===== config.mk =====
export PLATFORM = sky130hd
export DESIGN_NAME = asp_serial_port
export DESIGN_NICKNAME = d
export VERILOG_FILES = /design/src/logic/asp_rate_gen.v /design/src/logic/asp_rx_core.v /design/src/logic/asp_serial_port.v
export VERILOG_INCLUDE_DIRS = /design/src /design/src/logic
export SDC_FILE = /design/constraint.sdc
export NUM_CORES = 1
export LEC_CHECK = 0
export BUFFER_PORTS_ARGS = -buffer_cell sky130_fd_sc_hd__buf_2
export CAP_MARGIN = 20
export CORE_MARGIN = 1.5
export CORE_UTILIZATION = 50
export DETAILED_ROUTE_END_ITERATION = 8
export GPL_TIMING_DRIVEN = 0
export PLACE_DENSITY = 0.71
export SLEW_MARGIN = 20
export SYNTH_ARGS = -nofsm -noshare
export SYNTH_HDL_FRONTEND = slang
export SYNTH_SLANG_ARGS = --single-unit
export TNS_END_PERCENT = 10

===== constraint.sdc =====
create_clock -name pclk -period 5.42 [get_ports pclk]
set_input_delay 0.271 -clock pclk [delete_from_list [all_inputs] [get_ports pclk]]
set_output_delay 0.271 -clock pclk [all_outputs]
set_load 0.03 [all_outputs]

===== src/logic/asp_map.vh =====
// Register offsets, field positions and reset values of the serial port
`ifndef ASP_MAP_VH
`define ASP_MAP_VH
`define ASP_OFF_DATA 5'h00
`define ASP_OFF_STAT 5'h04
`define ASP_OFF_CTL0 5'h08
`define ASP_OFF_CTL1 5'h0c
`define ASP_OFF_ADDR 5'h10
`define ASP_OFF_DIVH 5'h14
`define ASP_OFF_DIVL 5'h18
`define ASP_OFF_IRQ 5'h1c
`define ASP_C0_TXEN 7
`define ASP_C0_REN 6
`define ASP_C0_CTSE 5
`define ASP_C0_PEN 4
`define ASP_C0_PODD 3
`define ASP_C1_MPEN 7
`define ASP_C1_SCHEME_HI 6
`define ASP_C1_SCHEME_LO 5
`define ASP_C1_MARK 4
`define ASP_C1_TMREN 3
`define ASP_C1_ERRONLY 2
`define ASP_C1_RIE 1
`define ASP_C1_TIE 0
`define ASP_CTL0_RST 8'h00
`define ASP_CTL1_RST 8'h00
`define ASP_ADDR_RST 8'h00
`define ASP_DIV_RST 16'h0002
`define ASP_OVS_LAST 4'hf
`define ASP_MID_LAST 4'h7
`define ASP_MP_ALL 2'h0
`define ASP_MP_ADDR_ONLY 2'h1
`define ASP_MP_MATCH 2'h2
`define ASP_MP_MATCH_KEEP 2'h3
`endif


===== src/logic/asp_rate_gen.v =====
// Rate generator: one-cycle tick every divisor clocks
`include "asp_map.vh"
module asp_rate_gen (
	input wire pclk,
	input wire presetn,
	input wire run,
	input wire [15:0] rate_divisor,
	output reg tick_reg
);
	reg [15:0] cnt_reg;
	////////////////////////////////////////////////////////////////
	// Down counter reloads with divisor - 1 after each tick
	always @(posedge pclk or negedge presetn) begin
		if (!presetn) begin
			cnt_reg <= 16'h0000;
			tick_reg <= 1'b0;
		end else if (!run) begin
			cnt_reg <= rate_divisor - 16'h0001; // RULE_13
			tick_reg <= 1'b0;
		end else if (cnt_reg == 16'h0000) begin
			cnt_reg <= rate_divisor - 16'h0001; // RULE_18
			tick_reg <= 1'b1;
		end else begin
			cnt_reg <= cnt_reg - 16'h0001;
			tick_reg <= 1'b0;
		end
	end
endmodule // asp_rate_gen


===== src/logic/asp_rx_core.v =====
// Receiver: line synchroniser, start detect, centre sampling
`include "asp_map.vh"
module asp_rx_core (
	input wire pclk,
	input wire presetn,
	input wire enable,
	input wire tick16,
	input wire extra_bit,
	input wire rxd,
	output reg [7:0] rx_byte_reg,
	output reg rx_ninth_reg,
	output reg rx_done_reg,
	output reg rx_frame_err_reg
);
	localparam ST_IDLE = 3'd0;
	localparam ST_START = 3'd1;
	localparam ST_DATA = 3'd2;
	localparam ST_EXTRA = 3'd3;
	localparam ST_STOP = 3'd4;
	reg s1_reg, s2_reg, s3_reg, line_reg;
	reg [2:0] state_reg;
	reg [3:0] ovs_reg;
	reg [2:0] bitn_reg;
	////////////////////////////////////////////////////////////////
	// Three-stage synchroniser, level accepted when stages two and three agree
	always @(posedge pclk or negedge presetn) begin
		if (!presetn) begin
			s1_reg <= 1'b1;
			s2_reg <= 1'b1;
			s3_reg <= 1'b1;
			line_reg <= 1'b1;
		end else begin
			s1_reg <= rxd;
			s2_reg <= s1_reg;
			s3_reg <= s2_reg;
			if (s2_reg == s3_reg)
				line_reg <= s3_reg;
		end
	end
	////////////////////////////////////////////////////////////////
	// Frame state machine at sixteen samples per bit
	always @(posedge pclk or negedge presetn) begin
		if (!presetn) begin
			state_reg <= ST_IDLE;
			ovs_reg <= 4'h0;
			bitn_reg <= 3'd0;
			rx_byte_reg <= 8'h00;
			rx_ninth_reg <= 1'b0;
			rx_done_reg <= 1'b0;
			rx_frame_err_reg <= 1'b0;
		end else begin
			rx_done_reg <= 1'b0;
			if (!enable) begin
				state_reg <= ST_IDLE;
			end else begin
				case (state_reg)
				ST_IDLE: begin
					ovs_reg <= 4'h0;
					bitn_reg <= 3'd0;
					if (!line_reg)
						state_reg <= ST_START; // RULE_21
				end
				ST_START: if (tick16) begin
					ovs_reg <= ovs_reg + 4'h1;
					if (ovs_reg == `ASP_MID_LAST) begin
						ovs_reg <= 4'h0;
						state_reg <= line_reg ? ST_IDLE : ST_DATA; // RULE_21
					end
				end
				ST_DATA: if (tick16) begin
					ovs_reg <= ovs_reg + 4'h1;
					if (ovs_reg == `ASP_OVS_LAST) begin
						rx_byte_reg <= {line_reg, rx_byte_reg[7:1]}; // RULE_20
						bitn_reg <= bitn_reg + 3'd1;
						if (bitn_reg == 3'd7)
							state_reg <= extra_bit ? ST_EXTRA : ST_STOP;
					end
				end
				ST_EXTRA: if (tick16) begin
					ovs_reg <= ovs_reg + 4'h1;
					if (ovs_reg == `ASP_OVS_LAST) begin
						rx_ninth_reg <= line_reg;
						state_reg <= ST_STOP;
					end
				end
				ST_STOP: if (tick16) begin
					ovs_reg <= ovs_reg + 4'h1;
					if (ovs_reg == `ASP_OVS_LAST) begin
						if (!extra_bit)
							rx_ninth_reg <= 1'b0;
						rx_frame_err_reg <= ~line_reg;
						rx_done_reg <= 1'b1;
						state_reg <= ST_IDLE;
					end
				end
				default: state_reg <= ST_IDLE;
				endcase
			end
		end
	end
endmodule // asp_rx_core


===== src/logic/asp_serial_port.v =====
// Serial port top: APB registers, transmitter, receive filtering, timer
`include "asp_map.vh"
// Function
// RULE_01 - Empty holding register plus enable raises transmit request
// RULE_02 - Written byte moves to shifter automatically
// RULE_03 - Marker bit sent as ninth bit
// RULE_04 - Software clears transmit request after service
// RULE_05 - Data-available flag set on valid byte
// RULE_06 - Ninth bit handling follows scheme field
// RULE_07 - Receive interrupt covers data and errors
// RULE_08 - Option: interrupt on data+errors or errors
// RULE_09 - Two-bit field selects address matching scheme
// RULE_10 - Automatic schemes compare against address register
// RULE_11 - Parity only outside multiprocessor mode
// RULE_12 - Control bit enables clear-to-send flow control
// RULE_13 - Generator uses 16-bit divisor from two bytes
// RULE_14 - Bit rate is clock over sixteen times divisor
// RULE_15 - Port disabled when both enables zero
// RULE_16 - Disabled port lets generator act as timer
// RULE_17 - Timer control bit enables timer and interrupt
// RULE_18 - Timer interval is clock period times divisor
// RULE_19 - Control registers changed only while disabled
// RULE_20 - Frame: start, eight bits lsb first, extra, stop
// RULE_21 - Sixteen-times sampling; reading data clears flag
module asp_serial_port (
	input wire pclk,
	input wire presetn,
	input wire psel,
	input wire penable,
	input wire pwrite,
	input wire [31:0] paddr,
	input wire [31:0] pwdata,
	output reg [31:0] prdata_reg,
	output reg pready_reg,
	output reg pslverr_reg,
	input wire rxd,
	input wire cts_n,
	output reg txd_reg,
	output reg tx_irq_reg,
	output reg rx_irq_reg,
	output reg timer_irq_reg
);
	localparam TX_IDLE = 3'd0;
	localparam TX_START = 3'd1;
	localparam TX_DATA = 3'd2;
	localparam TX_EXTRA = 3'd3;
	localparam TX_STOP = 3'd4;
	reg [7:0] port_control_first;
	reg [7:0] port_control_second;
	reg [7:0] addr_cmp_reg;
	reg [15:0] rate_divisor;
	reg [7:0] thr_reg;
	reg thr_full_reg;
	reg [7:0] rx_data_reg;
	reg rx_byte_available;
	reg rx_ninth_seen_reg;
	reg par_err_reg, frm_err_reg, ovr_err_reg;
	reg mp_selected_reg;
	reg timer_flag_reg;
	reg c1_reg, c2_reg, c3_reg, cts_lvl_reg;
	reg [2:0] tx_state_reg;
	reg [3:0] tx_ovs_reg;
	reg [2:0] tx_bitn_reg;
	reg [7:0] tx_sh_reg;
	reg tx_extra_reg;
	wire tx_enable_bit = port_control_first[`ASP_C0_TXEN];
	wire rx_enable = port_control_first[`ASP_C0_REN];
	wire cts_flow_en = port_control_first[`ASP_C0_CTSE];
	wire mp_en = port_control_second[`ASP_C1_MPEN];
	wire par_en = port_control_first[`ASP_C0_PEN] & ~mp_en; // RULE_11
	wire par_odd = port_control_first[`ASP_C0_PODD];
	wire [1:0] addr_match_scheme_sel = port_control_second[`ASP_C1_SCHEME_HI:`ASP_C1_SCHEME_LO];
	wire tx_address_marker_bit = port_control_second[`ASP_C1_MARK];
	wire rate_timer_enable = port_control_second[`ASP_C1_TMREN];
	wire port_on = rx_enable | tx_enable_bit; // RULE_15
	wire timer_mode = ~port_on & rate_timer_enable; // RULE_16
	wire extra_bit = mp_en | par_en;
	wire tick16;
	wire [7:0] rx_byte;
	wire rx_ninth, rx_done, rx_ferr;
	wire acc;
	wire wr = acc & pwrite;
	wire rd = acc & ~pwrite;
	wire [4:0] off = paddr[4:0];
	////////////////////////////////////////////////////////////////
	// Address decode, shared by read mux and error answer
	function mapped;
		input [31:0] a;
		begin
			mapped = (a[31:5] == 27'h0) && (a[1:0] == 2'b00);
		end
	endfunction
	// Unmapped accesses neither write nor clear flags
	assign acc = psel & penable & pready_reg & mapped(paddr);
	////////////////////////////////////////////////////////////////
	// Rate generator and receiver
	asp_rate_gen u_rate (
		.pclk(pclk),
		.presetn(presetn),
		.run(port_on | rate_timer_enable), // RULE_17
		.rate_divisor(rate_divisor), // RULE_14
		.tick_reg(tick16)
	);
	asp_rx_core u_rx (
		.pclk(pclk),
		.presetn(presetn),
		.enable(rx_enable),
		.tick16(tick16 & port_on),
		.extra_bit(extra_bit),
		.rxd(rxd),
		.rx_byte_reg(rx_byte),
		.rx_ninth_reg(rx_ninth),
		.rx_done_reg(rx_done),
		.rx_frame_err_reg(rx_ferr)
	);
	////////////////////////////////////////////////////////////////
	// Clear-to-send synchroniser
	always @(posedge pclk or negedge presetn) begin
		if (!presetn) begin
			c1_reg <= 1'b1;
			c2_reg <= 1'b1;
			c3_reg <= 1'b1;
			cts_lvl_reg <= 1'b1;
		end else begin
			c1_reg <= cts_n;
			c2_reg <= c1_reg;
			c3_reg <= c2_reg;
			if (c2_reg == c3_reg)
				cts_lvl_reg <= c3_reg;
		end
	end
	////////////////////////////////////////////////////////////////
	// Receive acceptance by scheme and parity check
	reg accept;
	reg sel_next;
	reg perr;
	always @* begin
		accept = 1'b1;
		sel_next = mp_selected_reg;
		perr = par_en & ((^rx_byte) ^ rx_ninth ^ par_odd); // RULE_11
		if (mp_en) begin
			case (addr_match_scheme_sel) // RULE_09
			`ASP_MP_ALL: accept = 1'b1;
			`ASP_MP_ADDR_ONLY: accept = rx_ninth;
			`ASP_MP_MATCH: begin
				if (rx_ninth)
					sel_next = (rx_byte == addr_cmp_reg); // RULE_10
				accept = ~rx_ninth & mp_selected_reg;
			end
			`ASP_MP_MATCH_KEEP: begin
				if (rx_ninth)
					sel_next = (rx_byte == addr_cmp_reg); // RULE_10
				accept = rx_ninth ? sel_next : mp_selected_reg;
			end
			default: accept = 1'b1;
			endcase
		end
	end
	////////////////////////////////////////////////////////////////
	// Register writes, receive flags; hardware set wins over read clear
	always @(posedge pclk or negedge presetn) begin
		if (!presetn) begin
			port_control_first <= `ASP_CTL0_RST;
			port_control_second <= `ASP_CTL1_RST;
			addr_cmp_reg <= `ASP_ADDR_RST;
			rate_divisor <= `ASP_DIV_RST;
			rx_data_reg <= 8'h00;
			rx_byte_available <= 1'b0;
			rx_ninth_seen_reg <= 1'b0;
			par_err_reg <= 1'b0;
			frm_err_reg <= 1'b0;
			ovr_err_reg <= 1'b0;
			mp_selected_reg <= 1'b0;
			timer_flag_reg <= 1'b0;
		end else begin
			if (wr) begin
				case (off)
				`ASP_OFF_CTL0: port_control_first <= pwdata[7:0];
				`ASP_OFF_CTL1: port_control_second <= pwdata[7:0];
				`ASP_OFF_ADDR: addr_cmp_reg <= pwdata[7:0];
				`ASP_OFF_DIVH: rate_divisor[15:8] <= pwdata[7:0]; // RULE_13
				`ASP_OFF_DIVL: rate_divisor[7:0] <= pwdata[7:0]; // RULE_13
				default: ;
				endcase
			end
			if (rd && off == `ASP_OFF_DATA) begin
				rx_byte_available <= 1'b0; // RULE_21
				par_err_reg <= 1'b0;
				frm_err_reg <= 1'b0;
				ovr_err_reg <= 1'b0;
			end
			if (wr && off == `ASP_OFF_IRQ && pwdata[2])
				timer_flag_reg <= 1'b0;
			if (tick16 && timer_mode)
				timer_flag_reg <= 1'b1; // RULE_16
			if (rx_done) begin
				mp_selected_reg <= sel_next; // RULE_06
				if (accept) begin
					rx_data_reg <= rx_byte; // RULE_06
					rx_ninth_seen_reg <= rx_ninth;
					rx_byte_available <= 1'b1; // RULE_05
					par_err_reg <= perr;
					frm_err_reg <= rx_ferr;
					if (rx_byte_available && !(rd && off == `ASP_OFF_DATA))
						ovr_err_reg <= 1'b1;
				end
			end
		end
	end
	////////////////////////////////////////////////////////////////
	// Transmitter: holding register, shifter, flow control
	always @(posedge pclk or negedge presetn) begin
		if (!presetn) begin
			thr_reg <= 8'h00;
			thr_full_reg <= 1'b0;
			tx_state_reg <= TX_IDLE;
			tx_ovs_reg <= 4'h0;
			tx_bitn_reg <= 3'd0;
			tx_sh_reg <= 8'h00;
			tx_extra_reg <= 1'b0;
			txd_reg <= 1'b1;
		end else begin
			if (wr && off == `ASP_OFF_DATA) begin
				thr_reg <= pwdata[7:0];
				thr_full_reg <= 1'b1;
			end
			if (!tx_enable_bit) begin
				tx_state_reg <= TX_IDLE;
				txd_reg <= 1'b1; // RULE_20
			end else begin
				if (tick16)
					tx_ovs_reg <= tx_ovs_reg + 4'h1;
				case (tx_state_reg)
				TX_IDLE: begin
					txd_reg <= 1'b1;
					if (thr_full_reg && (!cts_flow_en || !cts_lvl_reg)) begin // RULE_12
						tx_sh_reg <= thr_reg; // RULE_02
						tx_extra_reg <= mp_en ? tx_address_marker_bit :
							((^thr_reg) ^ par_odd); // RULE_03
						thr_full_reg <= 1'b0;
						tx_ovs_reg <= 4'h0;
						tx_bitn_reg <= 3'd0;
						tx_state_reg <= TX_START;
						txd_reg <= 1'b0; // RULE_20
					end
				end
				TX_START: if (tick16 && tx_ovs_reg == `ASP_OVS_LAST) begin
					txd_reg <= tx_sh_reg[0];
					tx_state_reg <= TX_DATA;
				end
				TX_DATA: if (tick16 && tx_ovs_reg == `ASP_OVS_LAST) begin
					tx_bitn_reg <= tx_bitn_reg + 3'd1;
					tx_sh_reg <= {1'b0, tx_sh_reg[7:1]};
					if (tx_bitn_reg == 3'd7) begin
						txd_reg <= extra_bit ? tx_extra_reg : 1'b1; // RULE_03
						tx_state_reg <= extra_bit ? TX_EXTRA : TX_STOP;
					end else begin
						txd_reg <= tx_sh_reg[1]; // RULE_20
					end
				end
				TX_EXTRA: if (tick16 && tx_ovs_reg == `ASP_OVS_LAST) begin
					txd_reg <= 1'b1;
					tx_state_reg <= TX_STOP;
				end
				TX_STOP: if (tick16 && tx_ovs_reg == `ASP_OVS_LAST)
					tx_state_reg <= TX_IDLE;
				default: tx_state_reg <= TX_IDLE;
				endcase
			end
		end
	end
	////////////////////////////////////////////////////////////////
	// Interrupt request outputs
	wire err_any = par_err_reg | frm_err_reg | ovr_err_reg;
	always @(posedge pclk or negedge presetn) begin
		if (!presetn) begin
			tx_irq_reg <= 1'b0;
			rx_irq_reg <= 1'b0;
			timer_irq_reg <= 1'b0;
		end else begin
			tx_irq_reg <= port_control_second[`ASP_C1_TIE] & ~thr_full_reg & tx_enable_bit; // RULE_01
			rx_irq_reg <= port_control_second[`ASP_C1_RIE] &
				(port_control_second[`ASP_C1_ERRONLY] ? err_any : (err_any | rx_byte_available)); // RULE_07 RULE_08
			timer_irq_reg <= timer_flag_reg; // RULE_17
		end
	end
	////////////////////////////////////////////////////////////////
	// APB answer: one access cycle, no wait states
	reg [7:0] rmux;
	always @* begin
		case (off)
		`ASP_OFF_DATA: rmux = rx_data_reg;
		`ASP_OFF_STAT: rmux = {cts_lvl_reg, rx_ninth_seen_reg, ovr_err_reg, frm_err_reg,
			par_err_reg, tx_state_reg == TX_IDLE, ~thr_full_reg, rx_byte_available};
		`ASP_OFF_CTL0: rmux = port_control_first;
		`ASP_OFF_CTL1: rmux = port_control_second;
		`ASP_OFF_ADDR: rmux = addr_cmp_reg;
		`ASP_OFF_DIVH: rmux = rate_divisor[15:8];
		`ASP_OFF_DIVL: rmux = rate_divisor[7:0];
		`ASP_OFF_IRQ: rmux = {5'h00, timer_flag_reg, rx_irq_reg, tx_irq_reg};
		default: rmux = 8'h00;
		endcase
	end
	always @(posedge pclk or negedge presetn) begin
		if (!presetn) begin
			pready_reg <= 1'b0;
			pslverr_reg <= 1'b0;
			prdata_reg <= 32'h00000000;
		end else begin
			pready_reg <= psel & ~penable;
			pslverr_reg <= psel & ~penable & ~mapped(paddr);
			if (psel && !penable && !pwrite)
				prdata_reg <= mapped(paddr) ? {24'h000000, rmux} : 32'h00000000;
		end
	end
endmodule // asp_serial_port


==> results of run 1 <==
## timing repair
item	in CTS	in global routing
hold buffers	3	0
buffers inserted	0	0
hold endpoints to repair	40	0
## layout make-up
| type | count | share of cell area, % |
|---|---|---|
| Buffer | 55 | 4.067 |
| Clock buffer | 21 | 5.366 |
| Clock inverter | 11 | 2.112 |
| Inverter | 17 | 0.7278 |
| Multi-Input combinational cell | 484 | 39.95 |
| Sequential cell | 143 | 40.96 |
| Tap cell | 184 | 2.626 |
| Timing Repair Buffer | 64 | 4.196 |
## routing by layer
layer  GRT usage (%)  share of wire, %  up-vias
li1                -                 -     2610
met1           28.28                42     2686
met2           38.36                48      193
met3           5.928               6.1       48
met4           10.90               3.8        0
met5               0                 0        -
## worst max-delay path, cell delays in order (launching register included)
cell and delay (ps):
sky130_fd_sc_hd__dfrtp_1 440, sky130_fd_sc_hd__inv_1 80, sky130_fd_sc_hd__ha_1 170, sky130_fd_sc_hd__nor3b_1 520, sky130_fd_sc_hd__nand2_1 150, sky130_fd_sc_hd__or4_1 430, sky130_fd_sc_hd__xor2_1 180, sky130_fd_sc_hd__mux2i_1 90
## through the flow
| stage | worst slack [ps] | area (um2) | cells | hold slack, ps | util, % |
|---|---|---|---|---|---|
| floorplan | 3568 | 7513 | 699 | -24.59 | - |
| global placement | 2180 | 8044 | 943 | 345.4 | 55.35 |
| detailed placement | 3213 | 8082 | 944 | 176.6 | 55.60 |
| CTS | 3222 | 8767 | 979 | 15.52 | 60.32 |
| global route | 3027 | 8767 | 979 | 17.49 | 60.32 |
| finish | 3249 | 8767 | 979 | 38.96 | 60.32 |
## synthesized netlist by cell type (4+ instances only)
| library cell | count | area (um2) |
|---|---|---|
| sky130_fd_sc_hd__a21oi_1 | 20 | 100.1 |
| sky130_fd_sc_hd__a222oi_1 | 5 | 50.05 |
| sky130_fd_sc_hd__a22o_1 | 10 | 87.58 |
| sky130_fd_sc_hd__a22oi_1 | 20 | 150.1 |
| sky130_fd_sc_hd__a31oi_1 | 4 | 25.02 |
| sky130_fd_sc_hd__and2_1 | 6 | 37.54 |
| sky130_fd_sc_hd__and3_1 | 6 | 37.54 |
| sky130_fd_sc_hd__and4_1 | 5 | 43.79 |
| sky130_fd_sc_hd__buf_2 | 7 | 35.03 |
| sky130_fd_sc_hd__buf_4 | 31 | 232.7 |
| sky130_fd_sc_hd__clkbuf_1 | 13 | 48.80 |
| sky130_fd_sc_hd__dfrtp_1 | 133 | 3328 |
| sky130_fd_sc_hd__dfstp_2 | 10 | 262.8 |
| sky130_fd_sc_hd__ha_1 | 9 | 112.6 |
| sky130_fd_sc_hd__inv_1 | 17 | 63.81 |
| sky130_fd_sc_hd__mux2_2 | 66 | 743.2 |
| sky130_fd_sc_hd__mux2i_1 | 17 | 170.2 |
| sky130_fd_sc_hd__nand2_1 | 28 | 105.1 |
| sky130_fd_sc_hd__nand2b_1 | 7 | 43.79 |
| sky130_fd_sc_hd__nand3_1 | 24 | 120.1 |
| sky130_fd_sc_hd__nand3b_1 | 5 | 37.54 |
| sky130_fd_sc_hd__nand4_1 | 11 | 68.82 |
| sky130_fd_sc_hd__nor2_1 | 52 | 195.2 |
| sky130_fd_sc_hd__nor2b_1 | 11 | 68.82 |
| sky130_fd_sc_hd__nor3_1 | 16 | 80.08 |
| sky130_fd_sc_hd__nor3b_1 | 7 | 52.55 |
| sky130_fd_sc_hd__nor4_1 | 9 | 56.30 |
| sky130_fd_sc_hd__o21ai_0 | 23 | 115.1 |
| sky130_fd_sc_hd__o31ai_1 | 5 | 37.54 |
| sky130_fd_sc_hd__xnor2_1 | 36 | 315.3 |
| sky130_fd_sc_hd__xor2_1 | 14 | 122.6 |
## cell families (layout without fill, tap and decap cells)
family	Yosys count	in the layout	synth area share (%)
compound gates	113	113	10.65
xor+xnor	51	51	6.199
mux	83	83	12.30
flops	143	143	48.35
other cells	1	24	0.05049
buf+inv	72	168	5.660
simple gates	202	202	15.01
fa+ha+maj	11	11	1.786
## power breakdown
group	internal (mW)	total [mW]	switching, mW
Clock	0.849	1.29	0.436
Combinational	0.0357	0.107	0.0708
Sequential	1.08	1.08	0.00325
## cells in the final DEF (no fill, tap or decap), types with 4 or more instances in the layout
| cell type | n |
|---|---|
| sky130_fd_sc_hd__nor4_1 | 9 |
| sky130_fd_sc_hd__conb_1 | 24 |
| sky130_fd_sc_hd__inv_1 | 17 |
| sky130_fd_sc_hd__clkbuf_16 | 17 |
| sky130_fd_sc_hd__nor3_1 | 16 |
| sky130_fd_sc_hd__buf_4 | 31 |
| sky130_fd_sc_hd__o31ai_1 | 5 |
| sky130_fd_sc_hd__a22o_1 | 10 |
| sky130_fd_sc_hd__ha_1 | 9 |
| sky130_fd_sc_hd__and2_1 | 6 |
| sky130_fd_sc_hd__mux2_2 | 66 |
| sky130_fd_sc_hd__bufinv_16 | 5 |
| sky130_fd_sc_hd__xor2_1 | 14 |
| sky130_fd_sc_hd__nand4_1 | 11 |
| sky130_fd_sc_hd__a21oi_1 | 20 |
| sky130_fd_sc_hd__dfstp_2 | 10 |
| sky130_fd_sc_hd__nor2_1 | 52 |
| sky130_fd_sc_hd__clkinv_2 | 4 |
| sky130_fd_sc_hd__nand2b_1 | 7 |
| sky130_fd_sc_hd__nand3_1 | 24 |
| sky130_fd_sc_hd__a31oi_1 | 4 |
| sky130_fd_sc_hd__nand3b_1 | 5 |
| sky130_fd_sc_hd__nor3b_1 | 7 |
| sky130_fd_sc_hd__dfrtp_1 | 133 |
| sky130_fd_sc_hd__a22oi_1 | 20 |
| sky130_fd_sc_hd__o21ai_0 | 23 |
| sky130_fd_sc_hd__buf_2 | 66 |
| sky130_fd_sc_hd__and4_1 | 5 |
| sky130_fd_sc_hd__a222oi_1 | 5 |
| sky130_fd_sc_hd__nor2b_1 | 11 |
| sky130_fd_sc_hd__xnor2_1 | 36 |
| sky130_fd_sc_hd__mux2i_1 | 17 |
| sky130_fd_sc_hd__nand2_1 | 28 |
| sky130_fd_sc_hd__clkbuf_1 | 14 |
| sky130_fd_sc_hd__and3_1 | 6 |
## path summary, 6_finish.rpt
kind	cells after the start	start	end	slack (ps)
setup / recovery	7	rate_divisor[0]$_DFFE_PN0P_	u_rate.cnt_reg[10]$_DFF_PN0_	3250
min in group asynchronous	2	presetn	u_rate.cnt_reg[0]$_DFF_PN0_	330
hold reg to reg	0	c1_reg$_DFF_PN1_	c2_reg$_DFF_PN1_	360
hold / removal	2	penable	pready_reg$_DFF_PN0_	40
max in group asynchronous	3	presetn	u_rx.s1_reg$_DFF_PN1_	4290
setup reg to reg	7	rate_divisor[0]$_DFFE_PN0P_	u_rate.cnt_reg[10]$_DFF_PN0_	3250
==> metrics, run 1 <==
final-report max-slew violation count 0; ys flop type sky130_fd_sc_hd__dfrtp_1; Final min period 2171 ps; number of gates given a new drive strength after cts 0; required arrival time at the worst endpoint 5720 ps; final-stage net count about 860; setup repair after global routing missed its margin no; data arrival time at the worst-slack endpoint 2480 ps; Core Rows 44; via count of the first global-routing pass 5764; Detail Placement HPWL roughly 13000 um; Worst-Margin Slew 648.7 ps; class of the tightest hold or removal check primary input to register; floorplan core area about 0.015 mm2; global-route wire length before repair between 20000 and 30000 um; # fillers 1181; outcome finished clean; overall overflow remaining after global route 0; count of endpoints failing hold in the final timing report 0; final number of setup-violating endpoints 0; Worst Path Max Fanout 6; endpoint type of the worst setup path register; DRT Wirelength 17320 um; maximum clock frequency 460.5 MHz; height of the die 124.9 um; initial drt markers a little over 400; CTS max path bufs 2; IO Count roughly 110; number of synthesized flops with an enable pin 0; count of cell types in the netlist 69; fraction of layout cells with a size suffix above 1 28.18%; residual DRC count 0; largest net degree at the start of global routing 105; clock sink total 143; n_diodes 0; cell area after synthesis 0.007427 mm2; clock input transition at the sequential cells of the worst setup and hold paths ~60 ps; Vias/cell 5.656; starting density of the core 51.10%; area taken by multi-input logic gates 0.003502 mm2; number of violations of the max-capacitance limit 0; TritonCTS buffer count 17; Synth async-reset ratio 100.0%; WL per Instance 17.69 um; Overall Power between 2 and 2.5 mW; startpoint kind of the worst setup timing path register; gp weighted congestion ~0.92; critical path class register to register; worst-skew pair later-pin latency approximately 420 ps; vias after detailed routing 5537; root buffer cell sky130_fd_sc_hd__clkbuf_16; Port Buffers 60; Area growth, synth to finish 18.04%; worst slew slack as a fraction of its limit a little under three fifths; average instance area after synthesis 10.99 um2; clock skew 9.714 ps; gate count of the mapped netlist 676; Die Area 0.01559 mm2; warning count from the yosys run 0; length of the first detailed-routing pass in iterations 6; Period Utilization, post-route 40.06%; largest vdd supply drop 215.3 uV; htree depth 4; ANT nets after route 0; post-synthesis sequential element count between 100 and 150; number of antenna violations at the first check in global routing 0; total power divided by cell area 281.8 mW/mm2; sequential area share after synthesis 48.35%; DIE WIDTH 124.9 um; global routing usage summed across all routing layers 23.13%; Setup Total Neg Slack 0 ps; sequential cell area 0.003591 mm2; leakage component of the power approximately 4.2 nW; clock tree from TritonCTS done
Power figures use the tool's default switching activity.
==> run 2: changes to the inputs <==
--- a/config.mk
+++ b/config.mk
@@ -6,6 +6,7 @@
 export SDC_FILE = /design/constraint.sdc
 export NUM_CORES = 1
 export LEC_CHECK = 0
+export ABC_AREA = 1
 export BUFFER_PORTS_ARGS = -buffer_cell sky130_fd_sc_hd__buf_2
 export CAP_MARGIN = 20
 export CORE_MARGIN = 1.5
==> constraint.sdc (replaced) <==
create_clock -name pclk -period 2 [get_ports pclk]
set_input_delay 0.1 -clock pclk [delete_from_list [all_inputs] [get_ports pclk]]
set_output_delay 0.1 -clock pclk [all_outputs]
set_load 0.03 [all_outputs]
==> metrics, run 2 <==
outcome finished clean; IO Count 109 (unchanged); ANT nets after route 0 (unchanged); DRT Wirelength 18170 um (+4.9%); warning count from the yosys run 0 (unchanged); root buffer cell sky130_fd_sc_hd__clkbuf_16; Port Buffers 60 (unchanged); Core Rows 45 (+2.3%); cell-by-cell listing of the critical path inv_1 -> nand2_1 -> nand2_1 -> inv_1 -> nand3_1 -> nor2_1 -> nand3_1 -> nand2_1 -> nand2_1 -> nand2_1 -> nand2_1 -> clkbuf_1 -> nand2_1 -> nand2_1; number of violations of the max-capacitance limit 0 (unchanged); # fillers 1372 (+16%); setup fix buffers added after clock tree synthesis 0 (unchanged); htree depth 4 (unchanged); final-stage net count 1147 (+33%); Placement Setup Slack -88.51 ps (-3302 ps); critical path class register to register; startpoint kind of the worst setup timing path register; clock sink total 143 (unchanged); post-synthesis sequential element count 143 (unchanged); global routing usage summed across all routing layers 23.54% (+0.42 points); leading cell types in the layout, fill and taps excluded 257 x sky130_fd_sc_hd__nand2_1, 133 x sky130_fd_sc_hd__dfrtp_1, 115 x sky130_fd_sc_hd__inv_1, 77 x sky130_fd_sc_hd__nor2_1, 64 x sky130_fd_sc_hd__buf_2; starting density of the core 50.89% (-0.21 points); least setup slack across all paths after layout 172.9 ps (-3076 ps); leakage component of the power 4.493 nW (+7.9%); Vias/cell 5.105 (-9.7%); number of synthesized flops with an enable pin 0 (unchanged); gp weighted congestion 0.9852 (+6.8%); most numerous cell types in the synthesized netlist 257 x sky130_fd_sc_hd__nand2_1, 133 x sky130_fd_sc_hd__dfrtp_1, 115 x sky130_fd_sc_hd__inv_1; ys flop type sky130_fd_sc_hd__dfrtp_1; Area growth, synth to finish 17.16%; cell taking the most area after synthesis sky130_fd_sc_hd__dfrtp_1; DIE WIDTH 126.9 um (+1.6%); n_diodes 0 (unchanged); largest stage delay on the critical path 470 ps (-50 ps); required arrival time at the worst endpoint 2310 ps (-3410 ps); largest vdd supply drop 551.1 uV (+160%); number of antenna violations at the first check in global routing 0 (unchanged); length of the first detailed-routing pass in iterations 5 (-1); global-route wire length before repair 29360 um (+2.6%); TritonCTS buffer count 17 (unchanged); count of endpoints failing hold in the final timing report 0 (unchanged); cell class contributing the biggest share of worst-path delay simple AND/OR/NAND/NOR gates; initial drt markers 425 (+4.9%); Overall Power 6.127 mW (+150%); via count of the first global-routing pass 5959 (+3.4%); fraction of layout cells with a size suffix above 1 16.57% (-12 points); Worst Path Max Fanout 10 (+4); worst slew slack as a fraction of its limit 23.81% (-33 points); clock skew 6.676 ps (-3.039 ps); Period Utilization, post-route 91.35% (+51 points); Die Area 0.01611 mm2 (+3.3%); gate count of the mapped netlist 957 (+42%); sequential area share after synthesis 46.77% (-1.6 points); CP most frequent cell sky130_fd_sc_hd__nand2_1; number of cells in the finished layout apart from fillers 1268 (+30%); clock tree from TritonCTS done; maximum clock frequency 547.3 MHz (+19%); Max stage delay cell, worst path sky130_fd_sc_hd__dfrtp_1; CTS max path bufs 2 (unchanged); Detail Placement HPWL 13320 um (+5.4%); number of cells in the design after placement 1229 (+30%); top-count cell post-synth sky130_fd_sc_hd__nand2_1; total buffers and inverters traversed by the critical path 3 (+2); largest net degree at the start of global routing 100 (-4.8%); count of cell types in the netlist 50 (-28%); final-report max-slew violation count 0 (unchanged); vias after detailed routing 6473 (+17%); Worst-Margin Slew 1133 ps (+484.8 ps); floorplan core area 0.01509 mm2 (+3.8%); worst-skew pair later-pin latency 430 ps (about the same); setup repair after global routing missed its margin yes; Final min period 1827 ps (-344.3 ps); class of the tightest hold or removal check primary input to register; Hold WS 48.14 ps (+9.175 ps); average instance area after synthesis 8.024 um2 (-27%); overall overflow remaining after global route 0 (unchanged); Synth async-reset ratio 100.0% (unchanged); WL per Instance 14.33 um (-19%); data arrival time at the worst-slack endpoint 2140 ps (-340 ps); total power divided by cell area 681.0 mW/mm2 (+140%); cells taking the most area after synthesis sky130_fd_sc_hd__dfrtp_1 43%, sky130_fd_sc_hd__nand2_1 13%, sky130_fd_sc_hd__inv_1 5.6%; height of the die 126.9 um (+1.6%); residual DRC count 0 (unchanged); final number of setup-violating endpoints 0 (unchanged); endpoint type of the worst setup path register; most common cell after layout, fill and taps aside sky130_fd_sc_hd__nand2_1; cell area after synthesis 0.007679 mm2 (+3.4%); clock input transition at the sequential cells of the worst setup and hold paths 60 ps (about the same); top cell type's share of synthesized area 43.34% (-1.5 points)
-- run 2: power breakdown --
part           total, mW  switching, mW  internal (mW)
combinational      0.299          0.201         0.0984
sequential          2.92        0.00950           2.92
clock               2.90           1.16           1.74
total               6.13           1.37           4.75
-- run 2: worst min-delay path, cell delays in order --
cell and delay, ps:
sky130_fd_sc_hd__buf_2 70, sky130_fd_sc_hd__inv_1 110, sky130_fd_sc_hd__o21ai_2 150
-- run 2: final cells by class --
type | count | area, um2 | area share [%]
plain buffers | 42 | 304.0 | 3.380
clock buffers | 26 | 469.2 | 5.216
clock inverters | 6 | 63.81 | 0.7093
inverters | 117 | 439.2 | 4.882
multi-input cells | 678 | 3486 | 38.75
flip-flops and latches | 143 | 3591 | 39.92
well taps | 188 | 235.2 | 2.615
repair buffers | 68 | 407.9 | 4.534
-- run 2: timing repair --
item | in CTS | in global routing
gates resized for setup | 3 | 13
hold endpoints to repair | 49 | 0
hold buffers | 7 | 0
setup endpoints to repair | 19 | 40
-- run 2: worst paths after layout --
kind                                                 start                           to  slack, ps  depth (start not counted)
setup / recovery           u_rx.rx_byte_reg[7]$_DFFE_PN0P_        frm_err_reg$_DFF_PN0_        170                         14
hold / removal                                   pwdata[0]  rate_divisor[0]$_DFFE_PN0P_         50                          3
setup reg to reg           u_rx.rx_byte_reg[7]$_DFFE_PN0P_        frm_err_reg$_DFF_PN0_        170                         14
hold reg to reg                      u_rx.s1_reg$_DFF_PN1_        u_rx.s2_reg$_DFF_PN1_        360                          0
max in group asynchronous                          presetn  rate_divisor[1]$_DFFE_PN1P_       1030                          3
min in group asynchronous                          presetn  u_rx.ovs_reg[1]$_DFFE_PN0P_        160                          2
-- run 2: logic make-up after synthesis --
| logic type | Yosys count | share of synthesized area (%) |
|---|---|---|
| AND/OR/NAND/NOR | 439 | 24.65 |
| AO/OA/AOI/OAI | 168 | 13.05 |
| buffers and inverters | 159 | 9.630 |
| flip-flops | 143 | 46.77 |
| XOR/XNOR | 35 | 3.992 |
| adder cells (fa/ha/maj) | 11 | 1.727 |
| other | 1 | 0.04884 |
| multiplexers | 1 | 0.1304 |
-- run 2: per-stage QoR --
step | util, % | TNS (ps) | cell area (um2)
final | 59.62 | 0 | 8996
after detailed placement | 55.26 | -612.5 | 8338
after global placement | 55.01 | -166120 | 8300
after global routing | 59.62 | -366.1 | 8996
after CTS | 59.33 | 0 | 8952
after floorplan | - | 0 | 7765
-- run 2: per-layer routing --
layer  share of wire [%]  global-route usage, %  up-vias
li1                    -                      -     3281
met1                  46                  31.89     2983
met2                  46                  36.64      175
met3                 6.2                  4.935       34
met4                 2.7                  10.49        0
met5                   0                      0        -
